[src/common/dfs_map.svh]
// register offsets, field positions, reset values and timing counts of the drive fault supervisor
`ifndef DFS_MAP_SVH
`define DFS_MAP_SVH
`define A_GF_LEVEL 8'h00
`define A_GF_FILT 8'h04
`define A_LC_LEVEL 8'h08
`define A_LC_TIME 8'h0c
`define A_LC_RESP 8'h10
`define A_RATED 8'h14
`define A_FIRE_SEL 8'h18
`define A_FIRE_FREQ 8'h1c
`define A_FIRE_CFG 8'h20
`define A_BYP_DLY 8'h24
`define A_RST_WIN 8'h28
`define A_STATUS 8'h2c
`define A_MASK 8'h30
`define A_LIVE 8'h34
`define A_CMD 8'h38
`define A_RUNTIME 8'h3c
`define LOG_REGION 2'b01
`define F_BYP 0
`define F_LOOP 1
`define F_AUTO 2
`define F_LIM 4
`define S_GF 0
`define S_LC 1
`define S_FIRE 2
`define S_BYP 3
`define C_CLR_GF 0
`define C_CLR_FIRE 1
`define R_GF_LEVEL 16'h0258
`define R_GF_FILT 16'h000a
`define R_LC_LEVEL 10'h000
`define R_LC_TIME 16'h0000
`define R_RATED 16'h0064
`define R_FIRE_FREQ 16'h1770
`define R_FIRE_CFG 8'h00
`define R_BYP_DLY 16'h0000
`define R_RST_WIN 16'h0258
`define GF_CODE 8'h04
`define PERMILLE 32'd1000
`define MIN_LAST 11'h59f
`define CLK_NS 10
`define TICK_MS 10
`define TICK_CYC (`TICK_MS * 1000000 / `CLK_NS)
`define MINUTE_MS 60000
`define MIN_TICKS (`MINUTE_MS / `TICK_MS)
`define DECI_MS 100
`define DECI_TICKS (`DECI_MS / `TICK_MS)
`endif

[src/common/dfs_pkg.sv]
// types shared by the drive fault supervisor
package dfs_pkg;
	typedef enum logic [1:0] {LC_NONE, LC_COAST, LC_RAMP2, LC_RUN} lc_resp_e;
	typedef enum logic [1:0] {FM_OFF, FM_FWD, FM_REV, FM_BAD} fire_sel_e;
	typedef enum logic [1:0] {FS_IDLE, FS_FIRE, FS_BYP} fire_state_e;
endpackage

[src/rtl/drive_fault_supervisor.sv]
// drive fault supervisor: ground fault, low current, fault log, fire mode, wishbone registers
// What this block does
// imbalance over level past filter trips, cuts output
// four stamps, day 0..65535, minute 0..1439
// six fault codes, newest first, empty reads zero
// newest stamp is run time, shifts with code
// low current past detection time applies response
// response 0 none, 1 coast, 2 ramp2, 3 run
// function 44 output shows low current detected
// no low current detection in sleep, standby
// threshold is rated current times percentage
// fire selection 0 off, 1 forward, 2 reverse
// fire uses inputs 58/59, outputs 53/54
// fire mode runs at fire frequency, default 60Hz
// one bit enables bypass to mains
// reset count limit 0..10, window default 60s
// bypass decision uses enable, delay, count, window
// motion bit0 open/closed loop, bit1 manual/auto; here F_LOOP is bit 1, F_AUTO bit 2
// fire selected and input 58 or 59 on enters fire
// stamp taken from running minute/day counter
//
// Implementation choices: the register addresses and register access over Wishbone.
`timescale 1ns/100ps
`include "dfs_map.svh"
module drive_fault_supervisor
	import dfs_pkg::*;
#(
	parameter int TICK_CYC  = `TICK_CYC,
	parameter int MIN_TICKS = `MIN_TICKS
) (
	// clock and reset
	input  wire logic        clk_i,
	input  wire logic        rst_i,
	// wishbone slave
	input  wire logic        wb_cyc_i,
	input  wire logic        wb_stb_i,
	input  wire logic        wb_we_i,
	input  wire logic [7:0]  wb_adr_i,
	input  wire logic [3:0]  wb_sel_i,
	input  wire logic [31:0] wb_dat_i,
	output logic             wb_ack_o,
	output logic      [31:0] wb_dat_o,
	// measurements and events from drive logic, 0.1 A units
	input  wire logic [15:0] cur_u_i,
	input  wire logic [15:0] cur_v_i,
	input  wire logic [15:0] cur_w_i,
	input  wire logic [15:0] out_cur_i,
	input  wire logic        run_i,
	input  wire logic        fault_valid_i,
	input  wire logic [7:0]  fault_code_i,
	// pins
	input  wire logic        sleep_i,
	input  wire logic        standby_i,
	input  wire logic        fire_in58_i,
	input  wire logic        fire_in59_i,
	// protection outputs
	output logic             ground_fault_trip_o,
	output logic             low_current_output_function_o,
	output logic             lc_warn_o,
	output logic             lc_coast_o,
	output logic             lc_ramp2_o,
	// fire mode outputs and interrupt
	output logic             fire_active_o,
	output logic             fire_rev_o,
	output logic             fire_pid_o,
	output logic      [15:0] fire_freq_o,
	output logic             bypass_o,
	output logic             irq_o
);
	initial if (TICK_CYC < 2 || MIN_TICKS < 2 || TICK_CYC > 2**24 || MIN_TICKS > 2**16)
		$error("timebase parameter out of range");
	// pin synchronisers, a change counts once stages two and three agree
	logic [3:0] s1_ff, s2_ff, s3_ff, pin_ff;
	wire  [3:0] pin_raw = {fire_in59_i, fire_in58_i, standby_i, sleep_i};
	genvar g;
	generate
		for (g = 0; g < 4; g++) begin : g_sync
			always_ff @(posedge clk_i) begin
				if (rst_i) begin
					s1_ff[g]  <= 1'b0;
					s2_ff[g]  <= 1'b0;
					s3_ff[g]  <= 1'b0;
					pin_ff[g] <= 1'b0;
				end else begin
					s1_ff[g] <= pin_raw[g];
					s2_ff[g] <= s1_ff[g];
					s3_ff[g] <= s2_ff[g];
					if (s2_ff[g] == s3_ff[g]) pin_ff[g] <= s3_ff[g];
				end
			end
		end
	endgenerate
	wire idle_state = pin_ff[0] | pin_ff[1];
	wire fire_trig = pin_ff[2] | pin_ff[3];
	logic [15:0] gf_level_ff, gf_filt_ff, lc_time_ff, rated_ff, fire_freq_ff, byp_dly_ff, rst_win_ff;
	logic [9:0]  lc_level_ff;
	logic [1:0]  lc_resp_ff, fire_sel_ff;
	logic [7:0]  fire_cfg_ff;
	logic [3:0]  status_ff, mask_ff;
	// timebase: 10 ms tick, 0.1 s tick, run time minutes and days
	logic [23:0] tick_cnt_ff;
	logic [15:0] mtick_ff, day_ff;
	logic [10:0] min_ff;
	logic [3:0]  deci_cnt_ff;
	wire tick = tick_cnt_ff == 24'(TICK_CYC - 1);
	wire deci = tick && deci_cnt_ff == 4'(`DECI_TICKS - 1);
	wire min_step = tick && run_i && mtick_ff == 16'(MIN_TICKS - 1);
	always_ff @(posedge clk_i) begin
		if (rst_i) begin
			tick_cnt_ff <= 24'h000000;
			deci_cnt_ff <= 4'h0;
			mtick_ff <= 16'h0000;
			min_ff <= 11'h000;
			day_ff <= 16'h0000;
		end else begin
			tick_cnt_ff <= tick ? 24'h000000 : tick_cnt_ff + 24'h000001;
			if (tick) deci_cnt_ff <= deci ? 4'h0 : deci_cnt_ff + 4'h1;
			if (tick && run_i) mtick_ff <= min_step ? 16'h0000 : mtick_ff + 16'h0001;
			if (min_step) begin
				min_ff <= (min_ff == `MIN_LAST) ? 11'h000 : min_ff + 11'h001;
				if (min_ff == `MIN_LAST) day_ff <= day_ff + 16'h0001;
			end
		end
	end
	// ground fault on phase imbalance, max minus min against rated times level
	wire [15:0] i_max = (cur_u_i > cur_v_i) ? ((cur_u_i > cur_w_i) ? cur_u_i : cur_w_i)
	                                        : ((cur_v_i > cur_w_i) ? cur_v_i : cur_w_i);
	wire [15:0] i_min = (cur_u_i < cur_v_i) ? ((cur_u_i < cur_w_i) ? cur_u_i : cur_w_i)
	                                        : ((cur_v_i < cur_w_i) ? cur_v_i : cur_w_i);
	wire [31:0] gf_lhs = 32'(i_max - i_min) * `PERMILLE;
	wire [31:0] gf_rhs = 32'(rated_ff) * 32'(gf_level_ff);
	wire        gf_over = gf_lhs > gf_rhs;
	logic [15:0] gf_cnt_ff;
	logic        gf_trip_ff;
	wire         gf_fire = gf_over && gf_cnt_ff >= gf_filt_ff && !gf_trip_ff;
	logic        clr_gf, clr_fire;
	// low current, threshold is rated current times percentage in 0.1 % steps
	wire [31:0] lc_lhs = 32'(out_cur_i) * `PERMILLE;
	wire [31:0] lc_rhs = 32'(rated_ff) * 32'(lc_level_ff);
	wire        lc_under = lc_lhs < lc_rhs;
	logic [15:0] lc_cnt_ff;
	logic        lc_det_ff;
	wire         lc_hit = lc_under && lc_cnt_ff > lc_time_ff && !idle_state;
	always_ff @(posedge clk_i) begin
		if (rst_i || !gf_over) gf_cnt_ff <= 16'h0000;
		else if (tick && gf_cnt_ff != 16'hffff) gf_cnt_ff <= gf_cnt_ff + 16'h0001;
		if (rst_i) gf_trip_ff <= 1'b0;
		else if (gf_fire) gf_trip_ff <= 1'b1;
		else if (clr_gf) gf_trip_ff <= 1'b0;
		// sleep or standby holds detection off entirely
		if (rst_i || !lc_under || idle_state) lc_cnt_ff <= 16'h0000;
		else if (tick && lc_cnt_ff != 16'hffff) lc_cnt_ff <= lc_cnt_ff + 16'h0001;
		if (rst_i) lc_det_ff <= 1'b0;
		else lc_det_ff <= lc_hit;
	end
	// fault logging: internal ground fault trip wins a shared cycle
	wire       push = gf_fire || fault_valid_i;
	wire [7:0] push_code = gf_fire ? `GF_CODE : fault_code_i;
	logic [15:0] log_rd;
	fault_log #(.DEPTH(6), .STAMPS(4)) u_log (
		.clk_i     (clk_i),
		.rst_i     (rst_i),
		.push_i    (push),
		.code_i    (push_code),
		.day_i     (day_ff),
		.min_i     (min_ff),
		.rd_addr_i (wb_adr_i[5:2]),
		.rd_data_o (log_rd)
	);
	// fire mode state machine with bypass decision
	fire_state_e fs_ff, nxt_fs;
	logic [3:0]  rst_cnt_ff;
	logic [15:0] byp_cnt_ff, win_cnt_ff;
	logic        byp_pend_ff;
	wire fire_sel_ok = fire_sel_ff == FM_FWD || fire_sel_ff == FM_REV;
	wire auto_rst = fire_cfg_ff[`F_AUTO];
	wire fire_exit = auto_rst ? !fire_trig : clr_fire;
	wire in_fire = fs_ff == FS_FIRE;
	wire fire_fault = in_fire && fault_valid_i;
	wire byp_go = fire_cfg_ff[`F_BYP] && ((byp_pend_ff && byp_cnt_ff >= byp_dly_ff)
	              || rst_cnt_ff > fire_cfg_ff[`F_LIM +: 4]);
	always_comb begin
		nxt_fs = fs_ff;
		unique case (fs_ff)
			FS_IDLE: if (fire_sel_ok && fire_trig) nxt_fs = FS_FIRE;
			FS_FIRE: begin
				if (fire_exit)
					nxt_fs = FS_IDLE;
				else if (byp_go)
					nxt_fs = FS_BYP;
			end
			FS_BYP: if (fire_exit) nxt_fs = FS_IDLE;
			default: nxt_fs = FS_IDLE;
		endcase
	end
	always_ff @(posedge clk_i) begin
		if (rst_i) begin
			fs_ff <= FS_IDLE;
			byp_pend_ff <= 1'b0;
			byp_cnt_ff <= 16'h0000;
			rst_cnt_ff <= 4'h0;
			win_cnt_ff <= 16'h0000;
		end else begin
			fs_ff <= nxt_fs;
			if (!in_fire) begin
				byp_pend_ff <= 1'b0;
				byp_cnt_ff <= 16'h0000;
				rst_cnt_ff <= 4'h0;
				win_cnt_ff <= 16'h0000;
			end else begin
				if (fire_fault) byp_pend_ff <= 1'b1;
				if (byp_pend_ff && deci && byp_cnt_ff != 16'hffff) byp_cnt_ff <= byp_cnt_ff + 16'h0001;
				// count of unusual resets restarts when its window runs out
				if (deci && win_cnt_ff >= rst_win_ff) begin
					win_cnt_ff <= 16'h0000;
					rst_cnt_ff <= 4'h0;
				end else begin
					if (deci) win_cnt_ff <= win_cnt_ff + 16'h0001;
					if (fire_fault && rst_cnt_ff != 4'hf) rst_cnt_ff <= rst_cnt_ff + 4'h1;
				end
			end
		end
	end
	// wishbone: request seen, log read lands, ack two edges later; writes land on the ack edge
	logic pend_ff;
	wire  req = wb_cyc_i && wb_stb_i && !pend_ff && !wb_ack_o;
	wire  wr = wb_ack_o && wb_we_i;
	wire  rd = pend_ff && !wb_we_i;
	wire  log_hit = wb_adr_i[7:6] == `LOG_REGION;
	wire  [3:0] st_clr = (rd && wb_adr_i == `A_STATUS) ? status_ff : 4'h0;
	wire  gf_rise = gf_fire;
	wire  lc_rise = lc_hit && !lc_det_ff;
	wire  [3:0] ev = {nxt_fs == FS_BYP && fs_ff != FS_BYP, nxt_fs == FS_FIRE && fs_ff == FS_IDLE, lc_rise, gf_rise};
	wire  [3:0] nxt_status = (status_ff & ~st_clr) | ev;
	wire  [31:0] wd = wb_dat_i & {{8{wb_sel_i[3]}}, {8{wb_sel_i[2]}}, {8{wb_sel_i[1]}}, {8{wb_sel_i[0]}}};
	assign clr_gf = wr && wb_adr_i == `A_CMD && wd[`C_CLR_GF];
	assign clr_fire = wr && wb_adr_i == `A_CMD && wd[`C_CLR_FIRE];
	wire [31:0] live = {26'h0, bypass_o, fire_active_o, idle_state, fire_trig, lc_det_ff, gf_trip_ff};
	logic [31:0] rdata;
	always_comb begin
		rdata = 32'h00000000;
		if (log_hit) rdata = {16'h0000, log_rd};
		else
			unique case (wb_adr_i)
				`A_GF_LEVEL: rdata = {16'h0000, gf_level_ff};
				`A_GF_FILT: rdata = {16'h0000, gf_filt_ff};
				`A_LC_LEVEL: rdata = {22'h000000, lc_level_ff};
				`A_LC_TIME: rdata = {16'h0000, lc_time_ff};
				`A_LC_RESP: rdata = {30'h00000000, lc_resp_ff};
				`A_RATED: rdata = {16'h0000, rated_ff};
				`A_FIRE_SEL: rdata = {30'h00000000, fire_sel_ff};
				`A_FIRE_FREQ: rdata = {16'h0000, fire_freq_ff};
				`A_FIRE_CFG: rdata = {24'h000000, fire_cfg_ff};
				`A_BYP_DLY: rdata = {16'h0000, byp_dly_ff};
				`A_RST_WIN: rdata = {16'h0000, rst_win_ff};
				`A_STATUS: rdata = {28'h0000000, status_ff};
				`A_MASK: rdata = {28'h0000000, mask_ff};
				`A_LIVE: rdata = live;
				`A_RUNTIME: rdata = {day_ff, 5'h00, min_ff};
				default: rdata = 32'h00000000;
			endcase
	end
	always_ff @(posedge clk_i) begin
		if (rst_i) begin
			pend_ff <= 1'b0;
			wb_ack_o <= 1'b0;
			wb_dat_o <= 32'h00000000;
			status_ff <= 4'h0;
		end else begin
			pend_ff <= req;
			wb_ack_o <= pend_ff;
			wb_dat_o <= rd ? rdata : 32'h00000000;
			status_ff <= nxt_status; // event set wins over read clear
		end
	end
	// range limits of the settings are left to software; the logic serves any value
	always_ff @(posedge clk_i) begin
		if (rst_i) begin
			gf_level_ff <= `R_GF_LEVEL;
			gf_filt_ff <= `R_GF_FILT;
			lc_level_ff <= `R_LC_LEVEL;
			lc_time_ff <= `R_LC_TIME;
			lc_resp_ff <= LC_NONE;
			rated_ff <= `R_RATED;
			fire_sel_ff <= FM_OFF;
			fire_freq_ff <= `R_FIRE_FREQ;
			fire_cfg_ff <= `R_FIRE_CFG;
			byp_dly_ff <= `R_BYP_DLY;
			rst_win_ff <= `R_RST_WIN;
			mask_ff <= 4'h0;
		end else if (wr) begin
			if (wb_adr_i == `A_GF_LEVEL) gf_level_ff <= wd[15:0];
			if (wb_adr_i == `A_GF_FILT) gf_filt_ff <= wd[15:0];
			if (wb_adr_i == `A_LC_LEVEL) lc_level_ff <= wd[9:0];
			if (wb_adr_i == `A_LC_TIME) lc_time_ff <= wd[15:0];
			if (wb_adr_i == `A_LC_RESP) lc_resp_ff <= wd[1:0];
			if (wb_adr_i == `A_RATED) rated_ff <= wd[15:0];
			if (wb_adr_i == `A_FIRE_SEL) fire_sel_ff <= wd[1:0];
			if (wb_adr_i == `A_FIRE_FREQ) fire_freq_ff <= wd[15:0];
			if (wb_adr_i == `A_FIRE_CFG) fire_cfg_ff <= wd[7:0];
			if (wb_adr_i == `A_BYP_DLY) byp_dly_ff <= wd[15:0];
			if (wb_adr_i == `A_RST_WIN) rst_win_ff <= wd[15:0];
			if (wb_adr_i == `A_MASK) mask_ff <= wd[3:0];
		end
	end
	wire lc_act = lc_det_ff && lc_resp_ff != LC_NONE;
	always_ff @(posedge clk_i) begin
		if (rst_i) begin
			ground_fault_trip_o <= 1'b0;
			low_current_output_function_o <= 1'b0;
			lc_warn_o <= 1'b0;
			lc_coast_o <= 1'b0;
			lc_ramp2_o <= 1'b0;
			fire_active_o <= 1'b0;
			fire_rev_o <= 1'b0;
			fire_pid_o <= 1'b0;
			fire_freq_o <= 16'h0000;
			bypass_o <= 1'b0;
			irq_o <= 1'b0;
		end else begin
			ground_fault_trip_o <= gf_trip_ff || gf_fire;
			low_current_output_function_o <= lc_det_ff;
			lc_warn_o <= lc_act;
			lc_coast_o <= lc_act && lc_resp_ff == LC_COAST;
			lc_ramp2_o <= lc_act && lc_resp_ff == LC_RAMP2;
			fire_active_o <= in_fire;
			fire_rev_o <= in_fire && fire_sel_ff == FM_REV;
			fire_pid_o <= in_fire && fire_cfg_ff[`F_LOOP];
			fire_freq_o <= in_fire ? fire_freq_ff : 16'h0000;
			bypass_o <= fs_ff == FS_BYP;
			irq_o <= |(status_ff & mask_ff);
		end
	end
	property p_gf_trip;
		@(posedge clk_i) disable iff (rst_i) gf_over && gf_cnt_ff >= gf_filt_ff |=> ground_fault_trip_o;
	endproperty
	a_gf_trip: assert property (p_gf_trip) else $error("ground fault not tripped");
	property p_lc_sleep;
		@(posedge clk_i) disable iff (rst_i) idle_state |=> !lc_det_ff ##1 !low_current_output_function_o;
	endproperty
	a_lc_sleep: assert property (p_lc_sleep) else $error("low current detected in sleep");
	property p_lc_coast;
		@(posedge clk_i) disable iff (rst_i) lc_coast_o |-> $past(lc_resp_ff) == LC_COAST && $past(lc_det_ff);
	endproperty
	a_lc_coast: assert property (p_lc_coast) else $error("coast without response 1");
	property p_lc_time;
		@(posedge clk_i) disable iff (rst_i) $rose(lc_det_ff) |-> $past(lc_cnt_ff) > $past(lc_time_ff);
	endproperty
	a_lc_time: assert property (p_lc_time) else $error("low current before detection time");
	property p_fire_enter;
		@(posedge clk_i) disable iff (rst_i) fs_ff == FS_IDLE && fire_sel_ok && fire_trig |=> ##1 fire_active_o;
	endproperty
	a_fire_enter: assert property (p_fire_enter) else $error("fire mode not entered");
	property p_fire_freq;
		@(posedge clk_i) disable iff (rst_i) fire_active_o |-> fire_freq_o == $past(fire_freq_ff);
	endproperty
	a_fire_freq: assert property (p_fire_freq) else $error("wrong fire frequency");
	property p_fire_dir;
		@(posedge clk_i) disable iff (rst_i) fire_rev_o |-> $past(fire_sel_ff) == FM_REV;
	endproperty
	a_fire_dir: assert property (p_fire_dir) else $error("reverse without selection 2");
	property p_bypass;
		@(posedge clk_i) disable iff (rst_i) $rose(bypass_o) |-> $past(fire_cfg_ff[`F_BYP], 2);
	endproperty
	a_bypass: assert property (p_bypass) else $error("bypass while disabled");
	c_gf: cover property (@(posedge clk_i) disable iff (rst_i) $rose(ground_fault_trip_o));
	c_lc: cover property (@(posedge clk_i) disable iff (rst_i) $rose(lc_ramp2_o));
	c_byp: cover property (@(posedge clk_i) disable iff (rst_i) $rose(bypass_o));
	c_irq: cover property (@(posedge clk_i) disable iff (rst_i) $rose(irq_o));
endmodule

[src/rtl/fault_log.sv]
// fault code history and time stamp memory with registered read port
`timescale 1ns/100ps
module fault_log #(
	parameter int DEPTH  = 6,
	parameter int STAMPS = 4
) (
	// clock and reset
	input  wire logic        clk_i,
	input  wire logic        rst_i,
	// push side
	input  wire logic        push_i,
	input  wire logic [7:0]  code_i,
	input  wire logic [15:0] day_i,
	input  wire logic [10:0] min_i,
	// read side: 0..5 codes, 8+2j day j, 9+2j minute j
	input  wire logic [3:0]  rd_addr_i,
	output logic      [15:0] rd_data_o
);
	initial begin
		if (DEPTH > 8 || STAMPS > 4 || STAMPS > DEPTH)
			$error("fault_log depth out of range");
	end

	logic [7:0]  code_ff [DEPTH];
	logic [15:0] day_ff  [STAMPS];
	logic [10:0] min_ff  [STAMPS];

	// newest enters slot 0, the rest move down, slots 0..3 together with their stamps
	genvar i;
	generate
		for (i = 0; i < DEPTH; i++) begin : g_code
			always_ff @(posedge clk_i) begin
				if (rst_i)
					code_ff[i] <= 8'h00;
				else if (push_i)
					code_ff[i] <= (i == 0) ? code_i : code_ff[(i == 0) ? 0 : i - 1];
			end
		end
		for (i = 0; i < STAMPS; i++) begin : g_stamp
			always_ff @(posedge clk_i) begin
				if (rst_i) begin
					day_ff[i] <= 16'h0000;
					min_ff[i] <= 11'h000;
				end else if (push_i) begin
					day_ff[i] <= (i == 0) ? day_i : day_ff[(i == 0) ? 0 : i - 1];
					min_ff[i] <= (i == 0) ? min_i : min_ff[(i == 0) ? 0 : i - 1];
				end
			end
		end
	endgenerate

	wire [2:0] rd_code_idx = rd_addr_i[2:0];
	wire [1:0] rd_st_idx = rd_addr_i[2:1];
	wire       code_hit = !rd_addr_i[3] && (int'(rd_code_idx) < DEPTH);
	wire       st_hit = rd_addr_i[3] && (int'(rd_st_idx) < STAMPS);
	wire [15:0] st_word = rd_addr_i[0] ? {5'h00, min_ff[rd_st_idx]} : day_ff[rd_st_idx];
	wire [15:0] nxt_rd = code_hit ? {8'h00, code_ff[rd_code_idx]} : (st_hit ? st_word : 16'h0000);

	always_ff @(posedge clk_i) begin
		if (rst_i)
			rd_data_o <= 16'h0000;
		else
			rd_data_o <= nxt_rd;
	end

	property p_shift;
		@(posedge clk_i) disable iff (rst_i) push_i |=> code_ff[1] == $past(code_ff[0]);
	endproperty
	a_shift: assert property (p_shift) else $error("history did not shift down");
	property p_stamp_shift;
		@(posedge clk_i) disable iff (rst_i) push_i |=> day_ff[1] == $past(day_ff[0]) && min_ff[1] == $past(min_ff[0]);
	endproperty
	a_stamp_shift: assert property (p_stamp_shift) else $error("stamp did not follow its code");
	property p_min_range;
		@(posedge clk_i) disable iff (rst_i) min_ff[0] <= 11'd1439;
	endproperty
	a_min_range: assert property (p_min_range) else $error("minute stamp out of range");
endmodule

[config.mk]
export PLATFORM = sky130hd
export DESIGN_NAME = drive_fault_supervisor
export DESIGN_NICKNAME = d
export VERILOG_FILES = /design/src/common/dfs_pkg.sv /design/src/rtl/drive_fault_supervisor.sv /design/src/rtl/fault_log.sv
export VERILOG_INCLUDE_DIRS = /design/src /design/src/common
export SDC_FILE = /design/constraint.sdc
export NUM_CORES = 2
export LEC_CHECK = 0
export ABC_AREA = 1
export BUFFER_PORTS_ARGS = -buffer_cell sky130_fd_sc_hd__buf_2
export CAP_MARGIN = 30
export CORE_ASPECT_RATIO = 1.25
export CORE_MARGIN = 3
export CORE_UTILIZATION = 55
export CTS_CLUSTER_DIAMETER = 120
export CTS_CLUSTER_SIZE = 20
export DETAILED_ROUTE_END_ITERATION = 6
export PLACE_DENSITY = 0.72
export SKIP_LAST_GASP = 1
export SLEW_MARGIN = 20
export SYNTH_ARGS = -nofsm -noshare
export SYNTH_HDL_FRONTEND = slang
export SYNTH_HIERARCHICAL = 1
export SYNTH_SLANG_ARGS = --single-unit
[constraint.sdc]
create_clock -name clk_i -period 15 [get_ports clk_i]
set_clock_uncertainty 0.05 [all_clocks]
set_input_delay 3 -clock clk_i [delete_from_list [all_inputs] [get_ports clk_i]]
set_output_delay 3 -clock clk_i [all_outputs]
set_load 0.005 [all_outputs]
==> key figures <==
Floorplanning
  – Initial Util: 55.9%
  – Cell Rows: 121
  – Die Ht: 340 um
  – Total die area: 92700 um^2
  – IO Pins: 186
  – Total core area: 87700 um^2
  – Die Wd: 273 um

Placement
  – Final HPWL DP: 99300 um
  – DP Area: 50700 um^2
  – Placer congestion estimate: 0.966
  – Port bufs: 167
  – Setup WS pre-CTS: 1.25 ns

Clock tree
  – Max clock buf depth: 3
  – CTS root buf: clkbuf_16
  – Hold buffers post-CTS: 0
  – CTS tree: yes
  – TritonCTS Buffers: 30
  – CTS Sinks: 534
  – CTS H-Tree Depth: 1
  – Clk Latency, worst-skew pair: 0.64 ns
  – Reg clk slew, reported paths: 0.08 ns
  – # resized after CTS: 0
  – Post-CTS Setup Inserts: 0

Synthesis
  – Syn Inst Count: 6447
  – Mean Syn Cell Area: 7.60 um^2
  – Synth Cell Area: 49000 um^2
  – Asr flop ratio synth: 0%
  – Top cells by area, synth: fa_1 17%, dfxtp_1 15%, ha_1 12%, nand2_1 11%, edfxtp_1 9.6%
  – Synthesized flop and latch total: 534
  – Yosys warns: 6
  – Ys flop type: dfxtp_1
  – Library cells used by synthesis: 66
  – Post-synth EDFFs: 156
  – Top-count cell post-synth: nand2_1
  – Post-synth net total: 7447
  – Post-synth top area share: 16.8%
  – Top cells by count, synth: 1375 x nand2_1, 1220 x inv_1, 505 x a21oi_1
  – Area leader, netlist: fa_1
  – Part of the Yosys area used for sequential elements: 25.0%

Timing
  – Final hold violation count: 0
  – Highest Clock Rate: 0.0760 GHz
  – Final setup viols: 0
  – Unrepaired setup endpoints after global routing: false
  – Max-Slew Margin vs Limit: 38.7%
  – Slew @ Worst Pin: 0.919 ns
  – Min setup slack post-route: 1.84 ns
  – Setup_tns: 0 ns
  – Tcrit/Tclk final: 87.8%
  – Final min period: 13.16 ns
  – Max-slew violations: 0

Min path
  – Min-Delay Path Depth: 2
  – Hold_sp: s1_ff[2]
  – Worst min path class: flip-flop to flip-flop

Critical path
  – Crit path kind: input port to flip-flop
  – Critical Path Source: cur_v_i[5]
  – WP data arrival: 13.42 ns
  – CP required: 15.26 ns
  – Startpoint types: input port
  – Maximum fanout along the worst path: 41
  – Worst Reg-to-Reg Cells: 32
  – CP max-delay cell: fa_1
  – CP Capture Type: flip-flop
  – Reg-to-reg startpoint: rated_ff[12]
  – Worst path max stage delay: 0.57 ns

Global routing
  – GRT overflow: 0
  – Vias in the first global route: 41.1k
  – Largest net degree at the start of global routing: 79
  – GRT Total Usage: 27.4%
  – Initial antenna violation count: 4
  – First-pass GRT wire length: 209000 um

Detailed routing
  – Number of remaining DRC errors: 0
  – Drt pass-1 iters: 6
  – Via density per instance: 5.46
  – Drt wl/cell: 16.7 um
  – Routed wire length: 127000 um
  – ANT nets after route: 0
  – Initial drt markers: 3209
  – Routed via count: 41.7k

Cells and area
  – Layout cells sized above 1: 4.83%
  – Final Cell Area: 51600 um^2
  – Layout area overhead: 5.27%
  – Final core occ: 58.8%
  – Nets: 7453

Flow run
  – Max Cap Violations: 0

Run status
  – Status: complete, no violations
## final cells by class
cell class | count | area, um^2
Antenna cell | 4 | 10.0
Clock buffer | 40 | 788
Clock inverter | 2 | 38.8
Fill cell | 8117 | 36100
Inverter | 1238 | 4650
Multi-Input combinational cell | 4425 | 31000
Sequential cell | 534 | 12300
Tap cell | 1168 | 1460
Timing Repair Buffer | 224 | 1350
## cell families after synthesis
family                   Yosys count  share of synthesized area [%]
flip-flops                       534                           25.0
XOR/XNOR                         196                           3.53
AO/OA/AOI/OAI                    999                           11.0
buffers and inverters           1488                           11.7
AND/OR/NAND/NOR                 2357                           20.1
adder cells (fa/ha/maj)          873                           28.6
## path summary, 6_finish.rpt
path                                            end  slack, ns
worst max register to register  u_log/code_ff[1][5]       6.04
worst min register to register             s2_ff[2]       0.36
worst min-delay path                       s2_ff[2]       0.36
worst max-delay path            u_log/code_ff[1][5]       1.84
## routing by layer
metal	wire (um)	global-route usage, %	vias to the layer above
li1	-	-	20400
met1	52200	35.0	19800
met2	62800	48.2	1338
met3	8020	2.98	238
met4	4280	9.39	0
met5	0	0	-
## placed cells by master, fill, tap and decap left out, types with 7 or more instances in the layout
cell          n
clkbuf_16    30
dfxtp_1     378
nor3b_1       7
a21o_1       12
buf_2       166
a211oi_1     22
o21ai_0     311
ha_1        461
o21ai_1       8
nor2_1      477
nand4_1      75
edfxtp_1    156
nor4_1       31
nand2_1    1374
o22ai_1      44
o211ai_1     26
a31oi_1      14
nor3_1       79
a21oi_1     505
fa_1        412
xnor2_1      64
clkbuf_1     10
buf_4        50
o21bai_1     21
nand3_1     261
inv_1      1220
o21a_1        8
xor2_1      130
inv_2        11
## stage by stage
| stage | hold WS, ns | cells |
|---|---|---|
| finish | 0.363 | 7635 |
| floorplan | 0.338 | 6447 |
| global placement | 0.357 | 7585 |
| global route | 0.379 | 7633 |
| CTS | 0.369 | 7630 |
| detailed placement | 0.357 | 7588 |
## worst max-delay path, delay by kind of cell
kind / cells / cell delay (ns)
buffers and inverters: 12 / 1.73
adders and majority gates: 9 / 3.60
AOI/OAI and AO/OA: 6 / 1.01
and+or+nand+nor: 23 / 3.51
xor gates and xnor gates: 2 / 0.52
## state kept, by name (all words and copies together) (netlist names), 24 cells and up
name,flops
wb_dat_o,32
tick_cnt_ff,24
u_log/code_ff,48
u_log/day_ff,64
u_log/min_ff,44
Power is left out: the tool's default activity adds up to more than one toggle a clock period on the data nets, which glitch-free logic cannot reach.
